==> config.mk <==
export PLATFORM = sky130hd
export DESIGN_NAME = wael_top
export DESIGN_NICKNAME = d
export VERILOG_FILES = /design/src/core/wael_pkg.sv /design/src/core/wael_chan_if.sv /design/src/core/wael_alert_pin.sv /design/src/core/wael_chan_mon.sv /design/src/core/wael_top.sv
export SDC_FILE = /design/constraint.sdc
export NUM_CORES = 1
export LEC_CHECK = 0
export BUFFER_PORTS_ARGS = -buffer_cell sky130_fd_sc_hd__buf_2
export CORE_ASPECT_RATIO = 0.75
export CORE_MARGIN = 1.5
export CORE_UTILIZATION = 42
export CTS_BUF_LIST = sky130_fd_sc_hd__clkbuf_4 sky130_fd_sc_hd__clkbuf_8
export DETAILED_ROUTE_END_ITERATION = 6
export MAX_ROUTING_LAYER = met4
export PLACE_DENSITY_LB_ADDON = 0.08
export SLEW_MARGIN = 20
export SYNTH_ARGS = -nofsm -noshare
export SYNTH_HDL_FRONTEND = slang
export SYNTH_SLANG_ARGS = --single-unit
==> constraint.sdc <==
create_clock -name clk_sys_i -period 3.2 [get_ports clk_sys_i]
set_clock_uncertainty 0.2 [all_clocks]
set_input_delay 0.48 -clock clk_sys_i [delete_from_list [all_inputs] [get_ports clk_sys_i]]
set_output_delay 0.48 -clock clk_sys_i [all_outputs]
set_load 0.01 [all_outputs]
==> src/core/wael_pkg.sv <==
// constants and types of the window alert event logic
package wael_pkg;
   localparam int NCH = 8;
   localparam int RES_W = 12;
   localparam int CNT_W = 4;
   localparam int ADDR_W = 8;
   // register indices; byte address is four times the index
   localparam logic [7:0] IDX_CH_EN = 8'h14;
   localparam logic [7:0] IDX_CRC_FLAG = 8'h15;
   localparam logic [7:0] IDX_CRC_EN = 8'h16;
   localparam logic [7:0] IDX_PIN_CFG = 8'h17;
   localparam logic [7:0] IDX_SUMMARY = 8'h18;
   localparam logic [7:0] IDX_HI = 8'h1A;
   localparam logic [7:0] IDX_LO = 8'h1C;
   localparam logic [7:0] IDX_RGN = 8'h1E;
   // field positions
   localparam int CRC_EN_BIT = 0;
   localparam int CRC_FLAG_BIT = 0;
   localparam int PIN_SEL_LSB = 4;
   localparam int LOGIC_LSB = 0;
   // reset values
   localparam logic [7:0] RST_CH_EN = 8'h00;
   localparam logic [7:0] RST_FLAGS = 8'h00;
   localparam logic [7:0] RST_RGN = 8'h00;
   localparam logic RST_CRC_EN = 1'h0;
   localparam logic RST_CRC_FLAG = 1'h0;
   localparam logic [3:0] RST_PIN_SEL = 4'h0;
   localparam logic [1:0] RST_LOGIC = 2'h0;
   // timing
   localparam int CLK_PERIOD_NS = 40;
   localparam int ALERT_PULSE_NS = 1000;
   localparam int ALERT_PULSE_CYC = (ALERT_PULSE_NS + CLK_PERIOD_NS - 1) / CLK_PERIOD_NS;
   localparam int PULSE_W = 5;
   typedef enum logic [1:0] {
      ALERT_ACT_LOW = 2'h0,
      ALERT_ACT_HIGH = 2'h1,
      ALERT_PULSE_LOW = 2'h2,
      ALERT_PULSE_HIGH = 2'h3
   } wael_logic_t;
   typedef enum logic [1:0] {
      PIN_IDLE = 2'h1,
      PIN_PULSE = 2'h2
   } wael_pin_state_t;
endpackage : wael_pkg

==> src/core/wael_chan_if.sv <==
// per-channel link between the flag logic and one channel monitor
`timescale 1ns/100ps
interface wael_chan_if;
   logic sample_v;
   logic [11:0] result;
   logic [11:0] thr_hi;
   logic [11:0] thr_lo;
   logic [3:0] count_cfg;
   logic region;
   logic digital;
   logic din;
   logic hit_hi;
   logic hit_lo;
   modport mon (input sample_v, result, thr_hi, thr_lo, count_cfg, region, digital, din,
                output hit_hi, hit_lo);
   modport ctl (output sample_v, result, thr_hi, thr_lo, count_cfg, region, digital, din,
                input hit_hi, hit_lo);
endinterface : wael_chan_if

==> src/core/wael_alert_pin.sv <==
// alert pin shaping: level or pulse, routed to one gpio
`timescale 1ns/100ps
module wael_alert_pin (
   input wire logic clk_sys_i,                  // system clock
   input wire logic rst_n_i,                    // async reset, active low
   input wire logic alert_i,                    // internal alert level
   input wire logic new_flag_i,                 // a contributing flag newly set
   input wire wael_pkg::wael_logic_t mode_i,    // pin behaviour
   input wire logic [3:0] sel_i,                // gpio number
   output logic [wael_pkg::NCH-1:0] pin_val_o,  // pin levels
   output logic [wael_pkg::NCH-1:0] pin_sel_o   // one-hot pin owner
);
   import wael_pkg::*;
   wael_pin_state_t state_reg;
   logic [PULSE_W-1:0] cnt_reg;
   logic level_next;
   logic level_reg;

   function automatic logic [NCH-1:0] onehot(input logic [3:0] s);
      onehot = (s < 4'h8) ? (8'h01 << s) : 8'h00;
   endfunction : onehot

   always_ff @(posedge clk_sys_i or negedge rst_n_i) begin
      if (!rst_n_i) begin
         state_reg <= PIN_IDLE;
         cnt_reg <= '0;
      end else begin
         case (state_reg)
            PIN_IDLE: begin
               if (new_flag_i) begin
                  state_reg <= PIN_PULSE;
                  cnt_reg <= PULSE_W'(ALERT_PULSE_CYC - 1);
               end
            end
            PIN_PULSE: begin
               if (cnt_reg == '0) begin
                  state_reg <= PIN_IDLE;
               end else begin
                  cnt_reg <= cnt_reg - 1'b1;
               end
            end
            default: state_reg <= PIN_IDLE;
         endcase
      end
   end

   always_comb begin
      case (mode_i)
         ALERT_ACT_LOW: level_next = !alert_i;
         ALERT_ACT_HIGH: level_next = alert_i;
         ALERT_PULSE_LOW: level_next = !(state_reg == PIN_PULSE);
         default: level_next = (state_reg == PIN_PULSE);
      endcase
   end

   always_ff @(posedge clk_sys_i or negedge rst_n_i) begin
      if (!rst_n_i) begin
         level_reg <= 1'b1;
         pin_sel_o <= '0;
         pin_val_o <= '0;
      end else begin
         level_reg <= level_next;
         pin_sel_o <= onehot(sel_i);
         pin_val_o <= onehot(sel_i) & {NCH{level_next}};
      end
   end
endmodule : wael_alert_pin

==> src/core/wael_chan_mon.sv <==
// window comparator and consecutive-sample qualifier for one channel
`timescale 1ns/100ps
module wael_chan_mon (
   input wire logic clk_sys_i, // system clock
   input wire logic rst_n_i,   // async reset, active low
   wael_chan_if.mon ch         // channel link
);
   import wael_pkg::*;
   logic above, below, inband;
   logic [1:0] qual;
   logic [1:0] hit_a;
   logic [CNT_W-1:0] cnt_reg [2];
   logic din_prev_reg;
   logic rise, fall;

   assign above = ch.result > ch.thr_hi;
   assign below = ch.result < ch.thr_lo;
   assign inband = (ch.result > ch.thr_lo) && (ch.result < ch.thr_hi);
   assign qual[0] = ch.region ? inband : above;
   assign qual[1] = ch.region ? 1'b0 : below;
   assign rise = ch.din && !din_prev_reg;
   assign fall = !ch.din && din_prev_reg;

   // n+1 consecutive qualifying samples before a hit
   always_comb begin
      for (int k = 0; k < 2; k++) begin
         hit_a[k] = ch.sample_v && !ch.digital && qual[k] && (cnt_reg[k] >= ch.count_cfg);
      end
   end

   always_ff @(posedge clk_sys_i or negedge rst_n_i) begin
      if (!rst_n_i) begin
         cnt_reg[0] <= 4'h0;
         cnt_reg[1] <= 4'h0;
      end else begin
         for (int k = 0; k < 2; k++) begin
            if (ch.sample_v && !ch.digital) begin
               if (!qual[k] || hit_a[k]) begin
                  cnt_reg[k] <= 4'h0;
               end else begin
                  cnt_reg[k] <= cnt_reg[k] + 4'h1;
               end
            end
         end
      end
   end

   always_ff @(posedge clk_sys_i or negedge rst_n_i) begin
      if (!rst_n_i) begin
         din_prev_reg <= 1'b0;
      end else begin
         din_prev_reg <= ch.din;
      end
   end

   // digital: rising edge in region 0, falling edge in region 1
   assign ch.hit_hi = hit_a[0] || (ch.digital && !ch.region && rise);
   assign ch.hit_lo = hit_a[1] || (ch.digital && ch.region && fall);
endmodule : wael_chan_mon

==> src/core/wael_top.sv <==
// window alert event logic: flags, apb registers, alert combine
//
// The APB register port was left to the implementer.
`timescale 1ns/100ps
// Summary of operation
// - Only channels whose enable bit is set may drive the internal alert with their flags.
// - The internal alert leaves on the gpio numbered by the 4-bit pin select in the upper nibble.
// - With the crc alert enable set, a set input crc error flag raises the alert, else it is ignored.
// - A crc-caused alert holds until software clears the input crc error flag.
// - The 2-bit logic field picks active-low, active-high, low pulse or high pulse per flag.
// - A read-only summary register shows one bit per channel with an event detected.
// - A summary bit clears only through its high or low flag; writing the summary does nothing.
// - A high flag sets when an analog result exceeds the high threshold or a digital input rises.
// - Writing one to a high flag bit clears it and writing zero keeps it.
// - A low flag sets when an analog result falls below the low threshold or a digital input falls.
// - Writing one to a low flag bit clears it and writing zero keeps it.
// - Region zero flags results outside the window, and a digital rising edge.
// - Region one flags results inside the window, and a digital falling edge.
// - A flag needs the event count plus one consecutive qualifying samples.
// - Threshold upper 8 bits meet result bits 11:4 and lower 4 bits meet result bits 3:0.
module wael_top (
   input wire logic clk_sys_i,                                        // system clock, 25 MHz
   input wire logic rst_n_i,                                          // async reset, active low
   input wire logic psel_i,                                           // apb select
   input wire logic penable_i,                                        // apb enable
   input wire logic pwrite_i,                                         // apb direction
   input wire logic [wael_pkg::ADDR_W-1:0] paddr_i,                   // apb byte address
   input wire logic [31:0] pwdata_i,                                  // apb write data
   output logic [31:0] prdata_o,                                      // apb read data
   output logic pready_o,                                             // apb ready
   output logic pslverr_o,                                            // apb error, unmapped
   input wire logic result_valid_i,                                   // conversion result strobe
   input wire logic [2:0] result_chan_i,                              // channel of result
   input wire logic [wael_pkg::RES_W-1:0] result_data_i,              // conversion result
   input wire logic [wael_pkg::NCH-1:0] chan_digital_i,               // channel is digital input
   input wire logic [wael_pkg::NCH-1:0][7:0] thr_hi_msb_i,            // high threshold upper part
   input wire logic [wael_pkg::NCH-1:0][3:0] thr_hi_lsb_i,            // high threshold lower part
   input wire logic [wael_pkg::NCH-1:0][7:0] thr_lo_msb_i,            // low threshold upper part
   input wire logic [wael_pkg::NCH-1:0][3:0] thr_lo_lsb_i,            // low threshold lower part
   input wire logic [wael_pkg::NCH-1:0][3:0] consecutive_sample_count_i, // event count n
   input wire logic [wael_pkg::NCH-1:0] gpio_in_i,                    // gpio pin levels
   input wire logic crc_err_set_i,                                    // input crc error pulse
   output logic alert_o,                                              // internal alert level
   output logic [wael_pkg::NCH-1:0] alert_pin_val_o,                  // alert level per gpio
   output logic [wael_pkg::NCH-1:0] alert_pin_sel_o                   // gpio owned by alert
);
   import wael_pkg::*;

   logic [NCH-1:0] alert_channel_enable_reg;
   logic [NCH-1:0] upper_event_flags_reg;
   logic [NCH-1:0] upper_event_flags_next;
   logic [NCH-1:0] lower_event_flags_reg;
   logic [NCH-1:0] lower_event_flags_next;
   logic [NCH-1:0] monitor_region_select_reg;
   logic crc_input_alert_enable_reg;
   logic input_crc_error_flag_reg;
   logic input_crc_error_flag_next;
   logic [3:0] pin_sel_reg;
   wael_logic_t alert_logic_reg;
   logic [NCH-1:0] event_summary;
   logic [NCH-1:0] set_hi, set_lo;
   logic [NCH-1:0] gpio_meta_reg, gpio_sync_reg;
   logic alert_next, alert_reg, new_flag;
   logic acc_wr, setup;
   logic [7:0] rd_byte;
   logic rd_hit;
   logic [31:0] prdata_reg;
   logic pslverr_reg;

   function automatic logic reg_hit(input logic [ADDR_W-1:0] a, input logic [7:0] idx);
      reg_hit = (a == {idx[5:0], 2'h0});
   endfunction : reg_hit

   // gpio inputs cross into the clock domain
   always_ff @(posedge clk_sys_i or negedge rst_n_i) begin
      if (!rst_n_i) begin
         gpio_meta_reg <= '0;
         gpio_sync_reg <= '0;
      end else begin
         gpio_meta_reg <= gpio_in_i;
         gpio_sync_reg <= gpio_meta_reg;
      end
   end

   generate
      for (genvar gi = 0; gi < NCH; gi++) begin : g_ch
         wael_chan_if chx ();
         assign chx.sample_v = result_valid_i && (result_chan_i == 3'(gi));
         assign chx.result = result_data_i;
         assign chx.thr_hi = {thr_hi_msb_i[gi], thr_hi_lsb_i[gi]};
         assign chx.thr_lo = {thr_lo_msb_i[gi], thr_lo_lsb_i[gi]};
         assign chx.count_cfg = consecutive_sample_count_i[gi];
         assign chx.region = monitor_region_select_reg[gi];
         assign chx.digital = chan_digital_i[gi];
         assign chx.din = gpio_sync_reg[gi];
         assign set_hi[gi] = chx.hit_hi;
         assign set_lo[gi] = chx.hit_lo;
         wael_chan_mon u_mon (
            .clk_sys_i(clk_sys_i),
            .rst_n_i(rst_n_i),
            .ch(chx.mon)
         );
      end
   endgenerate

   // apb: zero-wait access phase, read data caught in setup
   assign setup = psel_i && !penable_i;
   assign acc_wr = psel_i && penable_i && pwrite_i;
   assign pready_o = penable_i;
   assign prdata_o = prdata_reg;
   assign pslverr_o = pslverr_reg;

   always_comb begin
      rd_byte = 8'h00;
      rd_hit = 1'b1;
      if (reg_hit(paddr_i, IDX_CH_EN)) begin
         rd_byte = alert_channel_enable_reg;
      end else if (reg_hit(paddr_i, IDX_CRC_FLAG)) begin
         rd_byte = {7'h00, input_crc_error_flag_reg};
      end else if (reg_hit(paddr_i, IDX_CRC_EN)) begin
         rd_byte = {7'h00, crc_input_alert_enable_reg};
      end else if (reg_hit(paddr_i, IDX_PIN_CFG)) begin
         rd_byte = {pin_sel_reg, 2'h0, alert_logic_reg};
      end else if (reg_hit(paddr_i, IDX_SUMMARY)) begin
         rd_byte = event_summary;
      end else if (reg_hit(paddr_i, IDX_HI)) begin
         rd_byte = upper_event_flags_reg;
      end else if (reg_hit(paddr_i, IDX_LO)) begin
         rd_byte = lower_event_flags_reg;
      end else if (reg_hit(paddr_i, IDX_RGN)) begin
         rd_byte = monitor_region_select_reg;
      end else begin
         rd_hit = 1'b0;
      end
   end

   always_ff @(posedge clk_sys_i or negedge rst_n_i) begin
      if (!rst_n_i) begin
         prdata_reg <= 32'h0;
         pslverr_reg <= 1'b0;
      end else if (setup) begin
         prdata_reg <= pwrite_i ? 32'h0 : {24'h0, rd_byte};
         pslverr_reg <= !rd_hit;
      end
   end

   // software configuration
   always_ff @(posedge clk_sys_i or negedge rst_n_i) begin
      if (!rst_n_i) begin
         alert_channel_enable_reg <= RST_CH_EN;
         monitor_region_select_reg <= RST_RGN;
         crc_input_alert_enable_reg <= RST_CRC_EN;
         pin_sel_reg <= RST_PIN_SEL;
         alert_logic_reg <= wael_logic_t'(RST_LOGIC);
      end else if (acc_wr) begin
         if (reg_hit(paddr_i, IDX_CH_EN)) begin
            alert_channel_enable_reg <= pwdata_i[NCH-1:0];
         end else if (reg_hit(paddr_i, IDX_RGN)) begin
            monitor_region_select_reg <= pwdata_i[NCH-1:0];
         end else if (reg_hit(paddr_i, IDX_CRC_EN)) begin
            crc_input_alert_enable_reg <= pwdata_i[CRC_EN_BIT];
         end else if (reg_hit(paddr_i, IDX_PIN_CFG)) begin
            pin_sel_reg <= pwdata_i[PIN_SEL_LSB +: 4];
            alert_logic_reg <= wael_logic_t'(pwdata_i[LOGIC_LSB +: 2]);
         end
      end
   end

   // sticky flags: hardware set wins over write-one clear
   always_comb begin
      upper_event_flags_next = upper_event_flags_reg;
      lower_event_flags_next = lower_event_flags_reg;
      input_crc_error_flag_next = input_crc_error_flag_reg;
      if (acc_wr && reg_hit(paddr_i, IDX_HI)) begin
         upper_event_flags_next = upper_event_flags_reg & ~pwdata_i[NCH-1:0];
      end
      if (acc_wr && reg_hit(paddr_i, IDX_LO)) begin
         lower_event_flags_next = lower_event_flags_reg & ~pwdata_i[NCH-1:0];
      end
      if (acc_wr && reg_hit(paddr_i, IDX_CRC_FLAG) && pwdata_i[CRC_FLAG_BIT]) begin
         input_crc_error_flag_next = 1'b0;
      end
      upper_event_flags_next = upper_event_flags_next | set_hi;
      lower_event_flags_next = lower_event_flags_next | set_lo;
      input_crc_error_flag_next = input_crc_error_flag_next | crc_err_set_i;
   end

   always_ff @(posedge clk_sys_i or negedge rst_n_i) begin
      if (!rst_n_i) begin
         upper_event_flags_reg <= RST_FLAGS;
         lower_event_flags_reg <= RST_FLAGS;
         input_crc_error_flag_reg <= RST_CRC_FLAG;
      end else begin
         upper_event_flags_reg <= upper_event_flags_next;
         lower_event_flags_reg <= lower_event_flags_next;
         input_crc_error_flag_reg <= input_crc_error_flag_next;
      end
   end

   // summary follows the flag pair, no storage of its own
   assign event_summary = upper_event_flags_reg | lower_event_flags_reg;

   // internal alert combine
   assign alert_next = (|(event_summary & alert_channel_enable_reg))
      || (crc_input_alert_enable_reg && input_crc_error_flag_reg);
   assign new_flag = (|(((set_hi & ~upper_event_flags_reg) | (set_lo & ~lower_event_flags_reg))
      & alert_channel_enable_reg))
      || (crc_input_alert_enable_reg && crc_err_set_i && !input_crc_error_flag_reg);

   always_ff @(posedge clk_sys_i or negedge rst_n_i) begin
      if (!rst_n_i) begin
         alert_reg <= 1'b0;
      end else begin
         alert_reg <= alert_next;
      end
   end
   assign alert_o = alert_reg;

   wael_alert_pin u_pin (
      .clk_sys_i(clk_sys_i),
      .rst_n_i(rst_n_i),
      .alert_i(alert_reg),
      .new_flag_i(new_flag),
      .mode_i(alert_logic_reg),
      .sel_i(pin_sel_reg),
      .pin_val_o(alert_pin_val_o),
      .pin_sel_o(alert_pin_sel_o)
   );
endmodule : wael_top

==> out/results.md <==
| Parameter | Value |
| --- | --- |
| Crit Path Max Fanout | 9 |
| Net count reported at finish | 2666 |
| Share of power burned in combinational logic | 34.2% |
| Cell-by-cell trace of the critical path | clkbuf_4 -> buf_4 -> ha_1 -> a21oi_1 -> o21ai_0 -> a211oi_1 -> buf_4 -> mux2i_1 -> buf_4 -> nor4_1 -> nor3b_1 -> buf_4 -> a41oi_4 -> o21ai_2 -> a21o_1 |
| Worst Setup Path Type | input port to flip-flop |
| CTS sink count | 161 |
| Crit path max-delay cell type | sky130_fd_sc_hd__ha_1 |
| Final HPWL DP | 36700 um |
| Number of cells on the worst reg-to-reg path | 13 |
| Die area | 0.0346 sq mm |
| Setup slack at placement | -0.602 ns |
| Flop and latch count out of synthesis | 161 |
| Post-synth EDFFs | 0 |
| Remaining DRCs | 0 |
| Summed area of non-filler cells in the final layout | 0.0176 sq mm |
| Post-synthesis instance area | 0.0141 sq mm |
| Endpoints failing hold | 0 |
| Cells after Synth | 1642 |
| Post-Place Cell Area | 0.0171 sq mm |
| RD Place Congestion | 0.941 |
| Worst hold path depth | 2 |
| Unrepaired setup endpoints after global routing | true |
| Number of max-capacitance violations reported | 0 |
| Async set-reset flop share out of synthesis | 100% |
| Result of the run | finished, final reports clean |
| Clock insertion delay at the later pin of the skew report | 0.48 ns |
| Cell type group with the largest total delay on the critical path | compound AO/OA/AOI/OAI gates |
| Register-to-register setup slack | 0.21 ns |
| Most used flip-flop cell after synthesis | sky130_fd_sc_hd__dfrtp_1 |
| # Post-CTS Setup Buffers | 0 |
| # rows | 57 |
| Required time of the critical path | 3.38 ns |
| Die width | 214 um |
| Yosys cell types | 69 |
| Commonest cells post-synth | sky130_fd_sc_hd__ha_1 (274), sky130_fd_sc_hd__inv_1 (246), sky130_fd_sc_hd__dfrtp_1 (160) |
| Detailed router's first-iteration violation count | 767 |
| CP peak stage delay | 0.32 ns |
| Share of total power in sequential cells | 41.2% |
| Layout area overhead | 25.6% |
| First-pass iteration count of the detailed router | 5 |
| Net switching share of the total power | 34.9% |
| Via-per-instance ratio | 5.25 |
| Clock share of power | 24.6% |
| Biggest area contributors in the synthesized netlist | sky130_fd_sc_hd__dfrtp_1 (28%), sky130_fd_sc_hd__ha_1 (24%), sky130_fd_sc_hd__inv_1 (6.6%) |
| Cell internal power dissipation | 3.96 mW |
| Most frequent cell after synthesis | sky130_fd_sc_hd__ha_1 |
| Clock tree root driver cell | sky130_fd_sc_hd__clkbuf_8 |
| Routed wirelength normalized by instance count | 17.2 um |
| Clock-pin slew of the registers on the worst-case setup and hold paths | 0.09 ns |
| Worst IR Drop VDD | 214 uV |
| Antenna violations before repair | 2 |
| Count of nets left with antenna violations after detail routing | 0 |
| Vias in the first global route | 13300 |
| Max Root-Sink Buffers | 2 |
| Leakage power total | 9.61 nW |
| Final design utilization | 54.0% |
| Synth warnings | 0 |
| Total routing usage reported by global routing | 26.5% |
| Critical path buffers and inverters | 5 |
| Startpoint kind of the worst setup timing path | input port |
| Post-synthesis area per instance | 8.56 sq um |
| Initial standard-cell utilization of the core | 43.0% |
| Ports | 353 |
| Biggest area consumer among synthesized cells | sky130_fd_sc_hd__dfrtp_1 |
| Data arrival, critical path | 3.30 ns |
| Worst Max-Slew Pin Slew | 0.844 ns |
| Portion of synthesized cell area occupied by the leading cell type | 28.5% |
| Level count of the clock H-tree | 4 |
| Placed insts | 2502 |
| Net switching component of the power | 2.12 mW |
| Standard cell core area | 0.0327 sq mm |
| Maximum clock rate | 0.321 GHz |
| Design Power | 6.08 mW |
| Final Instance Count excl. Fillers | 2547 |
| Overall die height | 161 um |
| Port buffer count | 304 |
| Drt total wl | 43900 um |
| Flip-flop count of the largest register, all copies and words added | 64 |
| CTS tree | built |
| Pin count of the biggest net entering global routing | 65 |
| Vias after detailed routing | 13400 |
| Final global-route overflow total | 0 |
| Wire length of the first global-routing pass | 70000 um |
| Worst max-slew margin expressed relative to the limit | 42.9% |
| Type of destination of the critical path | flip-flop |
| Library cell appearing most often on the critical path | sky130_fd_sc_hd__buf_4 |
| Proportion of layout cells with a drive suffix above 1 | 25.6% |
| Portion of the post-synthesis area used by sequential elements | 28.7% |
| TritonCTS Buffers | 17 |
| Final worst setup slack | 0.0830 ns |
| Fin. max-slew vios | 0 |
| Clock period minus final worst setup slack | 3.12 ns |
| Class of the most critical hold timing path | input port to flip-flop |
| Share of the clock period used by the worst path after layout | 97.4% |
| Number of failing setup endpoints in the final timing report | 0 |
| Path length in cells of the critical path | 15 |
| Power per cell area | 345 mW/mm^2 |
power by group through the flow:
stage | logic (mW) | clock network (mW) | registers [mW]
3_3_place_gp | 1.99 | 0 | 2.53
5_1_grt | 2.40 | 1.62 | 2.54
3_5_place_dp | 2.05 | 0 | 2.54
2_1_floorplan | 1.25 | 0 | 2.48
4_1_cts | 2.08 | 1.54 | 2.50
6_report | 2.08 | 1.50 | 2.50
stage by stage:
| stage | hold slack, ns | setup TNS (ns) |
|---|---|---|
| floorplan | -0.0156 | 0 |
| global placement | 0.133 | -4.13 |
| detailed placement | 0.136 | -4.69 |
| CTS | 0.0560 | 0 |
| global route | 0.0677 | -0.0167 |
| finish | 0.0974 | 0 |
cell type report:
| class | count | area [sq um] |
|---|---|---|
| clock inverter | 11 | 106 |
| fill | 3136 | 15000 |
| multi-input combinational | 1209 | 8940 |
| tap | 442 | 553 |
| inverter | 246 | 923 |
| sequential | 161 | 4030 |
| antenna | 2 | 5.00 |
| clock buffer | 21 | 283 |
| timing repair buffer | 455 | 2810 |
cells by family after synthesis:
family	Yosys count	synth area share, %
buf+inv	295	8.59
simple gates	479	17.7
xor+xnor	3	0.187
other cells	1	0.0267
compound gates	384	16.8
fa+ha+maj	274	24.4
mux	45	3.54
flops	161	28.7
routing by layer:
layer	track usage, %	routed length [um]	vias up
met4	7.39	991	0
li1	-	-	6693
met3	5.03	2200	65
met2	40.5	19200	320
met5	-	0	-
met1	35.9	21400	6299
placed cells by master, fill, tap and decap left out, drive strengths merged, types with 21 or more instances in the layout:
cell | netlist | routed
nand2 | 147 | 147
o21ai | 115 | 115
clkbuf | 21 | 23
nand3 | 39 | 39
a21oi | 118 | 118
dfrtp | 160 | 160
nor3 | 39 | 39
nor2 | 74 | 74
conb | 1 | 24
inv | 246 | 247
ha | 274 | 274
mux2 | 38 | 38
o211ai | 21 | 21
nand2b | 25 | 25
nand4 | 47 | 47
a21o | 44 | 44
buf | 28 | 442
nor2b | 21 | 21
worst paths after layout:
| path | from | to |
|---|---|---|
| hold / removal | pwdata_i[3] | alert_channel_enable_reg[3] |
| min in group asynchronous | rst_n_i | g_ch[2].u_mon.cnt_reg[0] |
| setup reg to reg | g_ch[2].u_mon.cnt_reg[0] | u_pin.cnt_reg[2] |
| setup / recovery | result_data_i[11] | u_pin.cnt_reg[2] |
| hold reg to reg | gpio_meta_reg[2] | gpio_sync_reg[2] |
| max in group asynchronous | rst_n_i | gpio_meta_reg[0] |
what timing repair did:
action	CTS	global route
endpoints found under the hold margin	71	0
hold buffers	11	0
gates resized for setup	1	14
setup endpoints to repair	1	7
(Power assumes the default switching activity.)
